===== src/dms_regs.svh =====
/*
  Constants of the display selector: register offsets, reset values,
  ring positions, limits and timing. Included by the modules that use them.
*/
`ifndef DMS_REGS_SVH
`define DMS_REGS_SVH

`define DMS_CLK_HZ        25000000
`define DMS_SECOND_S      1
`define DMS_A_STATUS      8'h00
`define DMS_A_BER         8'h04
`define DMS_A_TIME        8'h08
`define DMS_A_AMPL        8'h0c
`define DMS_A_FREQ        8'h10
`define DMS_A_PHASE       8'h14
`define DMS_A_CFGLO       8'h18
`define DMS_A_CFGHI       8'h1c
`define DMS_A_SERIAL      8'h20
`define DMS_A_FWREV       8'h24
`define DMS_POS_PHASE     4'h4
`define DMS_POS_CFG       4'h5
`define DMS_POS_LAST      4'hf
`define DMS_PHASE_MAX     9'h166
`define DMS_FREQ_EXT_MIN  16'h01f4
`define DMS_FREQ_EXT_MAX  16'h30d4
`define DMS_RST_FREQ      16'h2710
`define DMS_RST_AMPL      16'h01f4
`define DMS_RST_PHASE     9'h000
`define DMS_RST_CFG       40'h0000001083
`define DMS_CFG_MAX       40'h0ff18011f3
`define DMS_CFG_SYNTH     3
`define DMS_CFG_INJ       5
`define DMS_RESP_OKAY     2'h0
`define DMS_RESP_SLVERR   2'h2

`endif


===== src/dms_pkg.sv =====
/*
  Types of the display selector: item enumeration and state records.
  Assumes dms_regs.svh is on the include path.
*/
package dms_pkg;
  typedef enum logic [2:0] {ITEM_BER, ITEM_TIME, ITEM_AMPL, ITEM_FREQ, ITEM_PHASE,
                            ITEM_CFG} dms_item_e;

  typedef struct packed {
    logic [31:0] acc;
    logic        pulse;
  } dms_rate_s;

  typedef struct packed {
    logic [31:0] rem;
    logic [31:0] den;
    logic [31:0] quo;
    logic [5:0]  cnt;
    logic        busy;
    logic        done;
    logic        sat;
    logic        zero;
  } dms_div_s;

  typedef struct packed {
    logic [3:0]  btn_m;
    logic [3:0]  btn_s;
    logic [3:0]  btn_p;
    logic        det_m;
    logic        det_s;
    logic        det_p;
    logic [3:0]  pos;
    logic [5:0]  lamp;
    logic [31:0] shown;
    logic [31:0] ber;
    logic [31:0] secs;
    logic [15:0] ampl;
    logic [15:0] freq;
    logic [8:0]  phase;
    logic [39:0] cfg;
    logic        auto_go;
    logic        div_go;
    logic [7:0]  awaddr;
    logic [31:0] wdata;
    logic [3:0]  wstrb;
    logic        aw_hold;
    logic        w_hold;
    logic        awready;
    logic        wready;
    logic        bvalid;
    logic [1:0]  bresp;
    logic        arready;
    logic        rvalid;
    logic [1:0]  rresp;
    logic [31:0] rdata;
  } dms_top_s;
endpackage


===== src/dms_div_if.sv =====
/*
  Request and answer of the ratio divider.
  Assumes one clock shared by both ends.
*/
`timescale 1ns/10ps
`default_nettype none
interface dms_div_if;
  logic        start;
  logic [31:0] num;
  logic [31:0] den;
  logic [31:0] quo;
  logic        busy;
  logic        done;
  modport req (output start, num, den, input quo, busy, done);
  modport rsp (input start, num, den, output quo, busy, done);
endinterface
`default_nettype wire


===== src/dms_top.sv =====
/*
  Front-panel display selector: scroll ring, frozen measurements, adjust
  buttons, injection rate and an AXI4-Lite register slave.
  Assumes button and detector-on pins are asynchronous; counters are
  on clk.
*/
// The register offsets and the AXI4-Lite interface to the registers are this design's own decisions.
`timescale 1ns/10ps
`default_nettype none
`include "dms_regs.svh"
// What this block does
// - Scroll up selects the previous item
// - Scroll down selects the next item
// - Scrolling wraps around both ends
// - BER is errored bits over all bits
// - Detector on: BER recomputed continuously
// - Detector off: BER holds last result
// - Detector on: seconds count upward
// - Detector off: seconds hold their value
// - External clock: frequency 500 MHz to 12.5 GHz
// - Phase shown in degrees, 0 to 358
// - Plus on phase starts autophase search
// - Ten settings, plus/minus change shown one
// - Config lamp stays lit across settings
// - No per-setting lamp, text identifies setting
// - Injection rate OFF or 1E0 to 1E7
// - Amplitude per side, differential doubled
// - Display shows last four serial digits
// - Injection inverts that many bits per second
module dms_top
  import dms_pkg::*;
#(
  parameter int unsigned SECOND_CYCLES = `DMS_SECOND_S * `DMS_CLK_HZ,
  parameter logic [15:0] FREQ_INT_MIN  = `DMS_FREQ_EXT_MIN,
  parameter logic [15:0] FREQ_INT_MAX  = `DMS_FREQ_EXT_MAX,
  parameter logic [31:0] IDENT_SERIAL  = 32'h00005a3c, // Arbitrary value
  parameter logic [15:0] IDENT_FW      = 16'h0001       // Arbitrary value
) (
  // Clock and reset
  input  wire logic        clk,
  input  wire logic        reset,
  // Front-panel buttons
  input  wire logic        btn_scroll_up,
  input  wire logic        btn_scroll_down,
  input  wire logic        btn_adjust_plus,
  input  wire logic        btn_adjust_minus,
  // Error detector
  input  wire logic        detector_on,
  input  wire logic [31:0] errored_bits,
  input  wire logic [31:0] total_bits,
  // Display and actions
  output var  logic [5:0]  item_lamp,
  output var  logic [3:0]  display_pos,
  output var  logic [31:0] display_value,
  output var  logic        autophase_start,
  output var  logic        error_inject,
  // AXI4-Lite slave
  input  wire logic [7:0]  s_axi_awaddr,
  input  wire logic        s_axi_awvalid,
  output var  logic        s_axi_awready,
  input  wire logic [31:0] s_axi_wdata,
  input  wire logic [3:0]  s_axi_wstrb,
  input  wire logic        s_axi_wvalid,
  output var  logic        s_axi_wready,
  output var  logic [1:0]  s_axi_bresp,
  output var  logic        s_axi_bvalid,
  input  wire logic        s_axi_bready,
  input  wire logic [7:0]  s_axi_araddr,
  input  wire logic        s_axi_arvalid,
  output var  logic        s_axi_arready,
  output var  logic [31:0] s_axi_rdata,
  output var  logic [1:0]  s_axi_rresp,
  output var  logic        s_axi_rvalid,
  input  wire logic        s_axi_rready
);
  dms_top_s    q;
  dms_top_s    n;
  dms_div_if   div_if ();
  logic        up_e;
  logic        dn_e;
  logic        pl_e;
  logic        mi_e;
  logic        det_rise;
  logic        tick;
  logic [23:0] inj_step;
  logic [3:0]  cfg_k;
  logic [3:0]  cfg_cur;
  logic [3:0]  cfg_max;
  logic [31:0] wmask;
  logic [15:0] f_lo;
  logic [15:0] f_hi;

  localparam logic [39:0] CFG_MAX = `DMS_CFG_MAX;

  function automatic logic [31:0] merge(input logic [31:0] old, input logic [31:0] nw,
                                        input logic [3:0] s);
    logic [31:0] m;
    m = old;
    for (int i = 0; i < 4; i++) begin
      if (s[i]) begin
        m[i*8 +: 8] = nw[i*8 +: 8];
      end
    end
    return m;
  endfunction

  function automatic logic mapped(input logic [7:0] a);
    return (a[1:0] == 2'h0) && (a <= `DMS_A_FWREV);
  endfunction

  // Edges read only the second synchroniser stage onward
  assign up_e     = q.btn_s[0] & ~q.btn_p[0];
  assign dn_e     = q.btn_s[1] & ~q.btn_p[1];
  assign pl_e     = q.btn_s[2] & ~q.btn_p[2];
  assign mi_e     = q.btn_s[3] & ~q.btn_p[3];
  assign det_rise = q.det_s & ~q.det_p;
  assign cfg_k    = q.pos - `DMS_POS_CFG;
  assign cfg_cur  = q.cfg[{cfg_k, 2'b00} +: 4];
  assign cfg_max  = CFG_MAX[{cfg_k, 2'b00} +: 4];

  // Errors per second for each injection code
  always_comb begin
    case (q.cfg[`DMS_CFG_INJ*4 +: 4])
      4'h1:    inj_step = 24'h000001;
      4'h2:    inj_step = 24'h00000a;
      4'h3:    inj_step = 24'h000064;
      4'h4:    inj_step = 24'h0003e8;
      4'h5:    inj_step = 24'h002710;
      4'h6:    inj_step = 24'h0186a0;
      4'h7:    inj_step = 24'h0f4240;
      4'h8:    inj_step = 24'h989680;
      default: inj_step = 24'h000000;
    endcase
  end

  always_comb begin
    n         = q;
    wmask     = 32'h0;
    f_lo      = FREQ_INT_MIN;
    f_hi      = FREQ_INT_MAX;
    n.btn_m   = {btn_adjust_minus, btn_adjust_plus, btn_scroll_down, btn_scroll_up};
    n.btn_s   = q.btn_m;
    n.btn_p   = q.btn_s;
    n.det_m   = detector_on;
    n.det_s   = q.det_m;
    n.det_p   = q.det_s;
    n.auto_go = 1'b0;
    n.div_go  = 1'b0;
    // Display ring
    if (up_e && !dn_e) begin
      n.pos = (q.pos == 4'h0) ? `DMS_POS_LAST : q.pos - 4'h1;
    end else if (dn_e && !up_e) begin
      n.pos = (q.pos == `DMS_POS_LAST) ? 4'h0 : q.pos + 4'h1;
    end
    // Adjust buttons
    if (pl_e && q.pos == `DMS_POS_PHASE) begin
      n.auto_go = 1'b1;
    end
    if (q.pos >= `DMS_POS_CFG && q.pos != `DMS_POS_LAST) begin
      if (pl_e && !mi_e && cfg_cur < cfg_max) begin
        n.cfg[{cfg_k, 2'b00} +: 4] = cfg_cur + 4'h1;
      end else if (mi_e && !pl_e && cfg_cur != 4'h0) begin
        n.cfg[{cfg_k, 2'b00} +: 4] = cfg_cur - 4'h1;
      end
    end
    // Elapsed seconds restart with each session
    if (det_rise) begin
      n.secs = 32'h0;
    end else if (q.det_s && tick) begin
      n.secs = q.secs + 32'h1;
    end
    // Ratio restarts back to back while the detector is on
    if (q.det_s && !div_if.busy && !q.div_go) begin
      n.div_go = 1'b1;
    end
    if (div_if.done && q.det_s) begin
      n.ber = div_if.quo;
    end
    // AXI write channels
    if (s_axi_awvalid && q.awready) begin
      n.aw_hold = 1'b1;
      n.awaddr  = s_axi_awaddr;
    end
    if (s_axi_wvalid && q.wready) begin
      n.w_hold = 1'b1;
      n.wdata  = s_axi_wdata;
      n.wstrb  = s_axi_wstrb;
    end
    if (q.bvalid && s_axi_bready) begin
      n.bvalid = 1'b0;
    end
    if (q.aw_hold && q.w_hold && !q.bvalid) begin
      n.aw_hold = 1'b0;
      n.w_hold  = 1'b0;
      n.bvalid  = 1'b1;
      n.bresp   = mapped(q.awaddr) ? `DMS_RESP_OKAY : `DMS_RESP_SLVERR;
      case (q.awaddr)
        `DMS_A_AMPL: begin
          wmask  = merge({16'h0, q.ampl}, q.wdata, q.wstrb);
          n.ampl = wmask[15:0];
        end
        `DMS_A_FREQ: begin
          wmask  = merge({16'h0, q.freq}, q.wdata, q.wstrb);
          n.freq = wmask[15:0];
        end
        `DMS_A_PHASE: begin
          wmask   = merge({23'h0, q.phase}, q.wdata, q.wstrb);
          n.phase = (wmask > {23'h0, `DMS_PHASE_MAX}) ? `DMS_PHASE_MAX : wmask[8:0];
        end
        `DMS_A_CFGLO: begin
          n.cfg[31:0] = merge(q.cfg[31:0], q.wdata, q.wstrb);
        end
        `DMS_A_CFGHI: begin
          wmask        = merge({24'h0, q.cfg[39:32]}, q.wdata, q.wstrb);
          n.cfg[39:32] = wmask[7:0];
        end
        default: begin
        end
      endcase
    end
    n.awready = !n.aw_hold && !n.bvalid;
    n.wready  = !n.w_hold && !n.bvalid;
    // Frequency kept inside the range of the selected clock source
    if (n.cfg[`DMS_CFG_SYNTH*4 +: 4] == 4'h0) begin
      f_lo = `DMS_FREQ_EXT_MIN;
      f_hi = `DMS_FREQ_EXT_MAX;
    end
    if (n.freq < f_lo) begin
      n.freq = f_lo;
    end else if (n.freq > f_hi) begin
      n.freq = f_hi;
    end
    // AXI read channels
    if (q.rvalid && s_axi_rready) begin
      n.rvalid = 1'b0;
    end
    if (q.arready && s_axi_arvalid) begin
      n.rvalid = 1'b1;
      n.rresp  = mapped(s_axi_araddr) ? `DMS_RESP_OKAY : `DMS_RESP_SLVERR;
      case (s_axi_araddr)
        `DMS_A_STATUS: n.rdata = {21'h0, q.det_s, q.lamp, q.pos};
        `DMS_A_BER:    n.rdata = q.ber;
        `DMS_A_TIME:   n.rdata = q.secs;
        `DMS_A_AMPL:   n.rdata = {q.ampl[14:0], 1'b0, q.ampl};
        `DMS_A_FREQ:   n.rdata = {16'h0, q.freq};
        `DMS_A_PHASE:  n.rdata = {23'h0, q.phase};
        `DMS_A_CFGLO:  n.rdata = q.cfg[31:0];
        `DMS_A_CFGHI:  n.rdata = {24'h0, q.cfg[39:32]};
        `DMS_A_SERIAL: n.rdata = IDENT_SERIAL;
        `DMS_A_FWREV:  n.rdata = {16'h0, IDENT_FW};
        default:       n.rdata = 32'h0;
      endcase
    end
    n.arready = !n.rvalid;
    // One lamp per main item; all settings share the last one
    n.lamp = (n.pos >= `DMS_POS_CFG) ? 6'h20 : 6'(6'h01 << n.pos);
    case (n.pos)
      4'h0:          n.shown = n.ber;
      4'h1:          n.shown = n.secs;
      4'h2:          n.shown = {16'h0, n.ampl};
      4'h3:          n.shown = {16'h0, n.freq};
      4'h4:          n.shown = {23'h0, n.phase};
      `DMS_POS_LAST: n.shown = {IDENT_FW, IDENT_SERIAL[15:0]};
      default:       n.shown = {28'h0, n.cfg[{n.pos - `DMS_POS_CFG, 2'b00} +: 4]};
    endcase
  end

  always_ff @(posedge clk or posedge reset) begin
    if (reset) begin
      q       <= '0;
      q.ampl  <= `DMS_RST_AMPL;
      q.freq  <= `DMS_RST_FREQ;
      q.phase <= `DMS_RST_PHASE;
      q.cfg   <= `DMS_RST_CFG;
      q.lamp  <= 6'h01;
    end else begin
      q <= n;
    end
  end

  assign div_if.start = q.div_go;
  assign div_if.num   = errored_bits;
  assign div_if.den   = total_bits;

  dms_div u_div (
    .clk   (clk),
    .reset (reset),
    .d     (div_if.rsp)
  );

  dms_rate #(.CLK_HZ(SECOND_CYCLES)) u_second (
    .clk   (clk),
    .reset (reset),
    .clr   (det_rise),
    .step  (24'h000001),
    .pulse (tick)
  );

  dms_rate #(.CLK_HZ(SECOND_CYCLES)) u_inject (
    .clk   (clk),
    .reset (reset),
    .clr   (inj_step == 24'h0),
    .step  (inj_step),
    .pulse (error_inject)
  );

  assign item_lamp       = q.lamp;
  assign display_pos     = q.pos;
  assign display_value   = q.shown;
  assign autophase_start = q.auto_go;
  assign s_axi_awready   = q.awready;
  assign s_axi_wready    = q.wready;
  assign s_axi_bvalid    = q.bvalid;
  assign s_axi_bresp     = q.bresp;
  assign s_axi_arready   = q.arready;
  assign s_axi_rvalid    = q.rvalid;
  assign s_axi_rresp     = q.rresp;
  assign s_axi_rdata     = q.rdata;
endmodule
`default_nettype wire


===== src/dms_rate.sv =====
/*
  Rate pulse generator: one-cycle pulses at step per second on average.
  Assumes step stays below CLK_HZ and a clock of CLK_HZ.
*/
`timescale 1ns/10ps
`default_nettype none
`include "dms_regs.svh"
module dms_rate
  import dms_pkg::*;
#(
  parameter int unsigned CLK_HZ = `DMS_CLK_HZ
) (
  // Clock and reset
  input  wire logic        clk,
  input  wire logic        reset,
  // Rate control
  input  wire logic        clr,
  input  wire logic [23:0] step,
  // Pulse out
  output var  logic        pulse
);
  dms_rate_s   q;
  dms_rate_s   n;
  logic [31:0] sum;

  always_comb begin
    n       = q;
    n.pulse = 1'b0;
    sum     = q.acc + {8'h00, step};
    if (clr) begin
      n.acc = 32'h0;
    end else if (sum >= CLK_HZ) begin
      n.acc   = sum - CLK_HZ;
      n.pulse = 1'b1;
    end else begin
      n.acc = sum;
    end
  end

  always_ff @(posedge clk or posedge reset) begin
    if (reset) begin
      q <= '0;
    end else begin
      q <= n;
    end
  end

  assign pulse = q.pulse;
endmodule
`default_nettype wire


===== src/dms_div.sv =====
/*
  Sequential ratio divider: quo = num * 2^32 / den, 32 steps.
  Assumes num and den are steady in the start cycle only.
*/
`timescale 1ns/10ps
`default_nettype none
module dms_div
  import dms_pkg::*;
(
  // Clock and reset
  input  wire logic clk,
  input  wire logic reset,
  // Divider port
  dms_div_if.rsp    d
);
  dms_div_s    q;
  dms_div_s    n;
  logic [32:0] r2;
  logic [5:0]  busy_run;

  always_comb begin
    n      = q;
    n.done = 1'b0;
    r2     = {q.rem, 1'b0};
    if (!q.busy && d.start) begin
      n.rem  = d.num;
      n.den  = d.den;
      n.quo  = 32'h0;
      n.cnt  = 6'h20;
      n.busy = 1'b1;
      n.zero = (d.den == 32'h0);
      n.sat  = (d.num >= d.den);
    end else if (q.busy) begin
      if (r2 >= {1'b0, q.den}) begin
        n.rem = 32'(r2 - {1'b0, q.den});
        n.quo = {q.quo[30:0], 1'b1};
      end else begin
        n.rem = r2[31:0];
        n.quo = {q.quo[30:0], 1'b0};
      end
      n.cnt = q.cnt - 6'h1;
      if (q.cnt == 6'h1) begin
        n.busy = 1'b0;
        n.done = 1'b1;
        if (q.zero) begin
          n.quo = 32'h0;
        end else if (q.sat) begin
          n.quo = 32'hffffffff;
        end
      end
    end
  end

  always_ff @(posedge clk or posedge reset) begin
    if (reset) begin
      q <= '0;
    end else begin
      q <= n;
    end
  end

  assign d.quo  = q.quo;
  assign d.busy = q.busy;
  assign d.done = q.done;

  // Length of the current busy run, for the latency checks
  always_ff @(posedge clk or posedge reset) begin
    if (reset) begin
      busy_run <= 6'h0;
    end else begin
      busy_run <= d.busy ? busy_run + 6'h1 : 6'h0;
    end
  end
endmodule
`default_nettype wire


===== config.mk =====
export PLATFORM = sky130hd
export DESIGN_NAME = dms_top
export DESIGN_NICKNAME = d
export VERILOG_FILES = /design/src/dms_pkg.sv /design/src/dms_div_if.sv /design/src/dms_top.sv /design/src/dms_rate.sv /design/src/dms_div.sv
export VERILOG_INCLUDE_DIRS = /design/src
export SDC_FILE = /design/constraint.sdc
export NUM_CORES = 1
export LEC_CHECK = 0
export ABC_AREA = 0
export BUFFER_PORTS_ARGS = -buffer_cell sky130_fd_sc_hd__buf_2
export CAP_MARGIN = 10
export CORE_MARGIN = 3
export CORE_UTILIZATION = 55
export DETAILED_ROUTE_END_ITERATION = 6
export GPL_TIMING_DRIVEN = 0
export HOLD_SLACK_MARGIN = 0.08
export PLACE_DENSITY = 0.82
export SLEW_MARGIN = 20
export SYNTH_ARGS = -nofsm -noshare
export SYNTH_HDL_FRONTEND = slang
export SYNTH_SLANG_ARGS = --single-unit

===== constraint.sdc =====
create_clock -name clk -period 15.8 [get_ports clk]
set_clock_uncertainty 0.05 [all_clocks]
set_input_delay 0.79 -clock clk [delete_from_list [all_inputs] [get_ports clk]]
set_output_delay 0.79 -clock clk [all_outputs]
set_load 0.005 [all_outputs]

==> qor.yml <==
synthFlopType: "dfrtp_1"
yosysUniqueCellTypes: 107
routed_wl_um: 95110
nFillCells: 4470
clk_pin_slew_ns: 0.06
drive_above_1_share_pct: 15.73
grt_max_degree: 102
ys_seq_area_share_pct: 39.22
synth_edf_count: 0
syn_avg_cell_area_um2: 8.975
drt-wirelength-per-cell_um: 22.22
power_mw: 6.997
yosys_warnings: 0
critPathLaunch: "display_pos[0]"
critPathCapture: "display_value[1]"
p_leak_nw: 14.94
post_cts_buffers: 0
route.detailed.drc: 1
maxCapViolations: 0
end_kind: "register"
ant_nets: 0
rr_startpoint: "display_pos[0]"
io_buffers: 209
via_per_inst: 6.372
synth_top_area_share_pct: 37.79
start_util_pct: 55.85
multi_input_area_mm2: 0.01613
drtIter0Drc: 3317
grt_pass1_vias: 25656
netlist_area_mm2: 0.02947
hold_ws_ns: 0.2316
final_max_slew_viol_count: 0
num_vias: 27279
root_buffer: "clkbuf_16"
path_class: "register to register"
cts_tree: "yes"
yosysTopAreaCell: "dfrtp_1"
tightest_slew_ns: 1.119
hold_viol: 0
cp_max_fo: 12
holdBufCountCts: 1
synth_seq_cells: 461
gp_congestion: 1.012
die_h_um: 237.5
setup_violations: 0
rsz0062_at_grt: "false"
hold_path.class: "input port to register"
cp.required_ns: 16.22
cts_resized: 0
r2r_slack_ns: 9.24
r2r_end: "display_value[1]"
relSlewSlack_pct: 24.86
area_delta_synth_final_pct: 13.24
violations: "DRC"
final_util_pct: 63.24
fp.coreArea_mm2: 0.05276
cp-start-kind: "register"
status: "complete, but fails checks"
grt_pass1_wl_um: 146900
layout_common_cells: "445 x dfrtp_1, 314 x nand2_1, 286 x nor2_1"
netlist_top_cells_area: "dfrtp_1 38%, ha_1 5.0%, nand2_1 4.0%, o21ai_0 3.7%, nor2_1 3.6%"
track_usage_pct: 33.02
rows: 84
layout_setup_ws_ns: 9.242
nets: 3800
power_density_mw_per_mm2: 209.7
die_w_um: 237.5
ios: 213
arrival_ns: 6.98
netlist_instances: 3283
insertion_delay_ns: 0.62
dp_worst_setup_slack_ns: 9.576
async_flop_share_pct: 100.0
grt_overflow_total: 0
max_freq_mhz: 152.5
die-area_mm2: 0.05639
clk_path_buf_depth: 3
antenna_found_initial: 2
min_period_over_period_pct: 41.50
peakVddDrop_mv: 0.1230
cts_buffers: 49
clock-sinks: 461
first_pass_iters: 7
dp_hpwl_um: 71840
reg2reg_depth: 19
period_minus_slack_ns: 6.558
final_common_cell: "dfrtp_1"
h-tree-depth: 2
ff_latch_area_mm2: 0.01156
==> through the flow <==
step	instance area, um^2	std cells	TNS (ns)
after floorplan	29480	3286	0
after global placement	31380	4183	-1245.41
after detailed placement	31530	4189	0
after CTS	33360	4280	0
after global routing	33370	4281	0
final	33370	4281	0
==> metal layers <==
| metal | part of all wire (%) | global-route usage, % | vias to the layer above | routed length [um] |
|---|---|---|---|---|
| met5 | 0.014 | 0 | - | 13 |
| met4 | 5.8 | 16.43 | 2 | 5528 |
| met3 | 10 | 6.207 | 301 | 9681 |
| met2 | 44 | 51.25 | 1555 | 41630 |
| met1 | 40 | 44.69 | 13109 | 38250 |
| li1 | - | - | 12312 | - |
==> power breakdown <==
group          switching, mW  total [mW]  internal (mW)
sequential             0.375        1.92           1.54
clock                  0.512        1.29          0.781
combinational           2.34        3.79           1.45
==> final cells by class <==
cell class                 count  share of cell area (%)
timing repair buffer         216                   3.589
clock buffer                  64                   4.237
sequential                   461                   34.63
clock inverter                26                   1.219
antenna                        1                0.007500
buffer                       249                   3.802
multi-input combinational   2438                   48.35
tap                          688                   2.580
inverter                     138                   1.582
==> flip-flops by register name, summed over array words and instances (netlist names), 4 cells and up <==
signal,count
item_lamp,6
q,196
display_pos,4
u_second.q,32
u_div.d.quo,32
n,10
s_axi_rdata,32
display_value,32
u_inject.q,32
u_div.q,72
==> worst min-delay path by stage <==
stage,start,endpoint,cells past startpoint
after CTS,btn_adjust_minus,n[286],1
after detailed placement,n[277],n[276],0
after global routing,detector_on,n[277],1
after floorplan,n[277],n[276],0
final,btn_adjust_minus,n[286],1
after global placement,n[277],n[276],0
==> Yosys cell counts (38+ instances only) <==
| master | count |
|---|---|
| nor2_1 | 286 |
| xnor2_1 | 94 |
| clkbuf_1 | 130 |
| nand2_1 | 314 |
| mux2i_1 | 79 |
| a21o_1 | 47 |
| a211oi_1 | 41 |
| nand2b_1 | 38 |
| and3_1 | 38 |
| mux2_2 | 95 |
| o21ai_0 | 218 |
| a21oi_1 | 177 |
| nor3_1 | 77 |
| ha_1 | 117 |
| buf_4 | 81 |
| inv_1 | 134 |
| nand3_1 | 108 |
| dfrtp_1 | 445 |
| a22oi_1 | 42 |
| nor2b_1 | 58 |
| xor2_1 | 60 |
==> critical path, cell delays in order (launching register included) <==
cell      delay [ns]
dfrtp_1         0.63
buf_6           0.22
clkinv_1        0.42
ha_1            0.39
buf_4           0.19
xnor2_4         0.27
mux4_2          0.62
o211ai_4        0.37
ha_1            0.32
a21o_1          0.22
o311ai_4        0.40
a21boi_2        0.25
clkbuf_1        0.36
nor3_1          0.47
nand3_1         0.14
o211ai_1        0.19
o211ai_1        0.12
a21oi_1         0.19
o21ai_0         0.17
a31oi_1         0.41
==> kinds of logic (layout without fill, tap and decap cells) <==
group | after synthesis | in the layout | synth area share (%)
buffers and inverters | 387 | 693 | 6.072
flip-flops | 461 | 461 | 39.22
other | 1 | 5 | 0.01273
adder cells (fa/ha/maj) | 120 | 120 | 5.138
XOR/XNOR | 156 | 156 | 4.726
multiplexers | 180 | 180 | 6.773
AO/OA/AOI/OAI | 859 | 859 | 19.65
AND/OR/NAND/NOR | 1119 | 1119 | 18.41
No activity file was read; power rests on OpenSTA's default activity.
